### src/shared/spio_consts.svh
`ifndef SPIO_CONSTS_SVH
`define SPIO_CONSTS_SVH

// register indices on the plain register port (address = index)
`define SPIO_ADDR_DIR 2'h0
`define SPIO_ADDR_PIN 2'h1
`define SPIO_ADDR_LAT 2'h2
`define SPIO_ADDR_ANA 2'h3

// reset values
`define SPIO_DIR_RESET 16'hffff
`define SPIO_LAT_RESET 16'h0000
`define SPIO_ANA_RESET 16'h0000
`define SPIO_ZERO 16'h0000

// implemented bits of this bank (bits 7:0 are the bank's low general pins)
`define SPIO_IMPL_MASK 16'hf6c0
`define SPIO_LOW_PINS_MASK 16'h00ff
// pins that carry a peripheral output mux
`define SPIO_SHARED_MASK 16'h00c0
// pins that are input-only (external interrupt / reference) dedicated ports
`define SPIO_INONLY_MASK 16'h3000

`endif

### src/shared/spio_pkg.sv
package spio_pkg;
  typedef logic [15:0] spio_word_t;
  typedef logic [1:0] spio_addr_t;

  typedef struct packed {
    logic [1:0] addr;
    logic [15:0] wdata;
    logic wr;
    logic rd;
  } spio_bus_s;

  typedef struct packed {
    logic [15:0] out;
    logic [15:0] oe;
  } spio_pad_s;

  typedef struct packed {
    logic [15:0] enable;
    logic [15:0] drive;
    logic [15:0] data;
  } spio_periph_s;
endpackage

### src/logic/spio_pad_sync.sv
`timescale 1ns/1ps
`include "spio_consts.svh"

// two-stage synchroniser for the pad inputs, one per bit
module spio_pad_sync
  import spio_pkg::*;
(
  input wire logic mclk,
  input wire logic reset_n,
  input wire logic clkEn,
  input wire spio_word_t padIn,
  output spio_word_t padSync
);
  spio_word_t stageOne;

  genvar i;
  generate
    for (i = 0; i < 16; i++) begin : g_bit
      always_ff @(posedge mclk) begin
        if (!reset_n) begin
          stageOne[i] <= 1'b0;
          padSync[i] <= 1'b0;
        end else if (clkEn) begin
          stageOne[i] <= padIn[i];
          padSync[i] <= stageOne[i];
        end
      end
    end
  endgenerate
endmodule

### src/logic/spio_port.sv
// The strobed register port and the register offsets were decided locally.
`timescale 1ns/1ps
`include "spio_consts.svh"

////////////////////////////////////////////////////////////////////////////////
// How it works
// - While an enabled peripheral drives a shared pin, the latch cannot reach that pad.
// - The pin-state register still shows a pin's level while a peripheral owns its output.
// - An enabled peripheral that is not driving a pin leaves that pin to the port latch.
// - A direction bit of one makes the pin an input with its port driver off; zero makes it an output.
// - Reset sets every implemented direction bit, so all pins come up as inputs.
// - Reading the latch register returns the latch; writing it updates the latch.
// - Reading the pin-state register returns pad levels; writing it updates the latch.
// - Unimplemented bits are disabled and read as zero in latch, direction and pin-state registers.
// - Each shared pin has muxes choosing peripheral or port for pad data and enable.
// - Pins shared only with input-only functions are plain dedicated ports with no output mux.
// - The bank direction register also steers the low pins and the interrupt and reference pins.
// - Pins set as analog inputs read as zero in the pin-state register.
module spio_port
  import spio_pkg::*;
(
  input wire logic mclk,
  input wire logic reset_n,
  input wire logic clkEn,
  input wire spio_bus_s bus,
  output spio_word_t rdata,
  input wire spio_periph_s periph,
  input wire spio_word_t padIn,
  output spio_pad_s pad
);

  // bit-selectable copy of the implemented-bit mask
  localparam spio_word_t IMPL_MASK = `SPIO_IMPL_MASK;

  spio_word_t bankADirectionReg;
  spio_word_t bankALatchReg;
  spio_word_t analogSel;
  spio_word_t padSync;
  spio_word_t pinState;
  spio_word_t periphOwns;
  spio_word_t next_padOut;
  spio_word_t next_padOe;
  spio_word_t next_rdata;

  ////////////////////////////////////////////////////////////////////////////////
  spio_pad_sync u_sync (
    .mclk(mclk),
    .reset_n(reset_n),
    .clkEn(clkEn),
    .padIn(padIn),
    .padSync(padSync)
  );

  ////////////////////////////////////////////////////////////////////////////////
  // direction register
  always_ff @(posedge mclk) begin
    if (!reset_n) begin
      bankADirectionReg <= `SPIO_DIR_RESET & `SPIO_IMPL_MASK;
    end else if (clkEn && bus.wr && bus.addr == `SPIO_ADDR_DIR) begin
      bankADirectionReg <= bus.wdata & `SPIO_IMPL_MASK;
    end
  end

  // output latch: written both at its own address and at the pin-state address
  always_ff @(posedge mclk) begin
    if (!reset_n) begin
      bankALatchReg <= `SPIO_LAT_RESET;
    end else if (clkEn && bus.wr && (bus.addr == `SPIO_ADDR_LAT || bus.addr == `SPIO_ADDR_PIN)) begin
      bankALatchReg <= bus.wdata & `SPIO_IMPL_MASK;
    end
  end

  // analog input selection, only on low pins
  always_ff @(posedge mclk) begin
    if (!reset_n) begin
      analogSel <= `SPIO_ANA_RESET;
    end else if (clkEn && bus.wr && bus.addr == `SPIO_ADDR_ANA) begin
      analogSel <= bus.wdata & `SPIO_IMPL_MASK & `SPIO_LOW_PINS_MASK;
    end
  end

  ////////////////////////////////////////////////////////////////////////////////
  // pin-state view: synchronised pads, analog pins and unimplemented bits zero
  assign pinState = padSync & ~analogSel & `SPIO_IMPL_MASK;

  // peripheral owns only shared pins it is enabled on and actively driving
  assign periphOwns = periph.enable & periph.drive & `SPIO_SHARED_MASK;

  // per-pin output muxes
  genvar i;
  generate
    for (i = 0; i < 16; i++) begin : g_mux
      always_comb begin
        if (periphOwns[i]) begin
          next_padOut[i] = periph.data[i];
          next_padOe[i] = 1'b1;
        end else begin
          next_padOut[i] = bankALatchReg[i];
          next_padOe[i] = ~bankADirectionReg[i] & IMPL_MASK[i];
        end
      end
    end
  endgenerate

  always_ff @(posedge mclk) begin
    if (!reset_n) begin
      pad <= '0;
    end else if (clkEn) begin
      pad.out <= next_padOut;
      pad.oe <= next_padOe;
    end
  end

  ////////////////////////////////////////////////////////////////////////////////
  // read data: valid the cycle after the read strobe, zero otherwise
  always_comb begin
    case (bus.addr)
      `SPIO_ADDR_DIR: next_rdata = bankADirectionReg;
      `SPIO_ADDR_PIN: next_rdata = pinState;
      `SPIO_ADDR_LAT: next_rdata = bankALatchReg;
      `SPIO_ADDR_ANA: next_rdata = analogSel;
      default: next_rdata = `SPIO_ZERO;
    endcase
  end

  always_ff @(posedge mclk) begin
    if (!reset_n) begin
      rdata <= `SPIO_ZERO;
    end else if (clkEn) begin
      rdata <= bus.rd ? next_rdata : `SPIO_ZERO;
    end
  end

endmodule

### config.mk
export PLATFORM = sky130hd
export DESIGN_NAME = spio_port
export DESIGN_NICKNAME = d
export VERILOG_FILES = /design/src/shared/spio_pkg.sv /design/src/logic/spio_pad_sync.sv /design/src/logic/spio_port.sv
export VERILOG_INCLUDE_DIRS = /design/src /design/src/shared
export SDC_FILE = /design/constraint.sdc
export NUM_CORES = 1
export LEC_CHECK = 0
export BUFFER_PORTS_ARGS = -buffer_cell sky130_fd_sc_hd__buf_2
export CAP_MARGIN = 30
export CORE_ASPECT_RATIO = 0.8
export CORE_UTILIZATION = 44
export CTS_CLUSTER_DIAMETER = 100
export CTS_CLUSTER_SIZE = 20
export DETAILED_ROUTE_END_ITERATION = 6
export GPL_ROUTABILITY_DRIVEN = 1
export PLACE_DENSITY = 0.88
export REMOVE_ABC_BUFFERS = 1
export SLEW_MARGIN = 10
export SYNTH_ARGS = -nofsm -noshare
export SYNTH_HDL_FRONTEND = slang
export SYNTH_SLANG_ARGS = --single-unit
### constraint.sdc
create_clock -name mclk -period 1.35 [get_ports mclk]
set_input_delay 0.135 -clock mclk [delete_from_list [all_inputs] [get_ports mclk]]
set_output_delay 0.135 -clock mclk [all_outputs]
set_load 0.01 [all_outputs]
==> impl_metrics.ini <==
[clock_network]
cts_setup_buffers = 0
clk_pin_slew_worst_paths_ns = 0.07
cts_tree = yes
cts-root-buf = clkbuf_8
htree_levels = 3
clkSinkCount = 58
clockBufferDepth = 2
cts_buffers = 9
clock_latency_ns = 0.33
ctsResizeCount = 0
ctsHoldBuffers = 0

[worst_setup_path]
critPathArrivalTime_ns = 1.25
worst-path-buf-inv = 2
cpPeakStageDelay_ns = 0.30
crit_family = simple AND/OR/NAND/NOR gates
crit_fanout = 8
slowest_stage = ha_1
path_class = primary input to flip-flop
end_kind = flip-flop
worstPathCellList = buf_2 > inv_1 > ha_1 > nand3_2 > mux2i_1 > nor2_1
critPathLaunchType = primary input
required_ns = 1.58

[logic_synthesis]
synth_cell_types = 24
synth_cells = 268
synth_ff_type = dfxtp_1
synthAdderAreaFrac = 0.0300
async_flop_share = 0
synth_top_family_by_area = multiplexers
syn_area_per_cell_sq_um = 9.34
post_synth_mux_area_share = 0.160
ys_ff_latch = 58
mappedNetlistArea_sq_um = 2500
synth_compound_area_frac = 0.0810
ys_warn_count = 0
synth_edf_count = 0
synth_xor_area_frac = 0
ys_seq_area_frac = 0.464
yosys.area_share.simple = 0.145

[cells_and_area]
layout.nets = 419
final_cell_mix = 58 x dfxtp_1, 52 x buf_2, 40 x mux2i_1
instances_no_fill = 409
layout_commonest_cell = dfxtp_1
layout-drive-gt1-share = 0.242
n_antenna_cell = 0
syn_to_final_growth_pct = 20.6
finish.utilization = 0.552

[floorplanning]
die_w_um = 86.3
fp-row-count = 24
core_sq_um = 5470
io_pins = 135
die_area_sq_um = 6000
die_h_um = 69.5
start_util = 0.458

[hold_path]
hold_path_class = primary input to flip-flop

[routing]
routed_via_density = 4.79
drtIter0Drc = 111
ant_nets = 0
drc = 0
wl_per_cell_um = 13.0
vias = 1958
totalWireLength_mm = 5.33
drt-pass1-iter-count = 4

[sta]
maxSlewViolCount = 0
fmax_mhz = 976
finClkSkew_ns = 0.00541
hold_viol_final = 0
finalCritPeriodShare = 0.759
layout_min_cycle_time_ns = 1.02
finalSetupViolCount = 0
rsz0062_at_grt = no

[global_routing]
grt_first_pass_wirelength_mm = 8.64
grtUsageTotal = 0.192
overflow = 0
antenna_found_initial = 0
grt_pass1_vias = 1906
grt_max_degree = 31

[placed_design]
io_buffers = 52
place_hpwl_mm = 3.92
gp_routability_congestion = 0.820
dp_cells = 393

[run]
max-cap-violations = 0

[power]
pwr-share-seq = 0.435
ir_drop_mv = 0.462
p_sw_w = 0.000919
p_comb_frac = 0.088
internal_power_w = 0.00325
power.density_nw_per_um2 = 1380
power.share.clock = 0.477
p_sw_frac = 0.221
p_leak_nw = 1.56

[outcome]
status = finished clean
## cell type report
class	count	area (sq um)
clock buffer	11	151
inverter	10	37.5
timing repair buffer	61	340
clock inverter	5	100
tap	78	97.6
sequential	58	1160
multi-input combinational	186	1130
fill	508	2450
## registers in the layout, indices dropped and copies added, names as in the netlist
register           count
u_sync.stageOne        8
analogSel              2
rdata                  8
bankADirectionReg      8
pad                   16
bankALatchReg          8
u_sync.padSync         8
## cell families (layout without fill, tap and decap cells)
kind of cell               Yosys count  after routing
AOI/OAI and AO/OA                   33             33
other                                1             24
buffers and inverters               47             87
DFF                                 58             58
muxes                               40             40
and+or+nand+nor                     83             83
adders and majority gates            6              6
## path summary, 6_finish.rpt
kind,start,endpoint,slack (ns),cells past startpoint
max reg2reg,rdata[7],rdata[7],0.43,3
max,bus[19],bankALatchReg[9],0.33,6
min,bus[16],bankADirectionReg[14],0.03,3
min reg2reg,rdata[14],rdata[14],0.47,2
## worst reg2reg max path, cell delays in order (launching register included)
cell      delay (ns)
dfxtp_1         0.31
nor2b_1         0.14
a211oi_1        0.24
a311oi_1        0.11
## per-layer routing
metal  up-vias  global-route usage  routed length (um)
met5         -                   0                   0
met4         0               0.115                 106
met3        11              0.0583                 324
met2        62               0.289                2500
met1       911               0.242                2400
li1        974                   -                   -
## through the flow
| step | setup TNS (ns) | hold WS [ns] | setup slack [ns] | power (W) | area (sq um) |
|---|---|---|---|---|---|
| 2_1_floorplan | 0 | 0.207 | 0.290 | 0.00204 | 2330 |
| 3_3_place_gp | 0 | 0.358 | 0.0475 | 0.00220 | 2770 |
| 3_5_place_dp | -0.0676 | 0.370 | -0.0141 | 0.00221 | 2770 |
| 4_1_cts | 0 | 0.0134 | 0.331 | 0.00420 | 3020 |
| 5_1_grt | 0 | 0.0252 | 0.256 | 0.00432 | 3020 |
| 6_report | 0 | 0.0251 | 0.325 | 0.00417 | 3020 |
## cell usage after synthesis, drive strengths merged, types with 3 or more instances
master | number | area share
nor2b | 3 | 0.0085
ha | 6 | 0.030
a221oi | 6 | 0.021
nand2 | 25 | 0.037
a21oi | 4 | 0.0080
nor2 | 38 | 0.057
a31oi | 4 | 0.010
inv | 10 | 0.015
mux2i | 40 | 0.16
dfxtp | 58 | 0.46
nand3 | 11 | 0.026
buf | 33 | 0.098
clkbuf | 4 | 0.0060
o21ai | 16 | 0.032
## power groups by stage
stage	clock, W	combinational [W]	sequential [W]
after floorplan	0	0.000189	0.00185
after global placement	0	0.000352	0.00185
after detailed placement	0	0.000365	0.00185
after CTS	0.00202	0.000367	0.00181
after global routing	0.00210	0.000407	0.00182
final	0.00199	0.000367	0.00181
(Power assumes the default switching activity.)
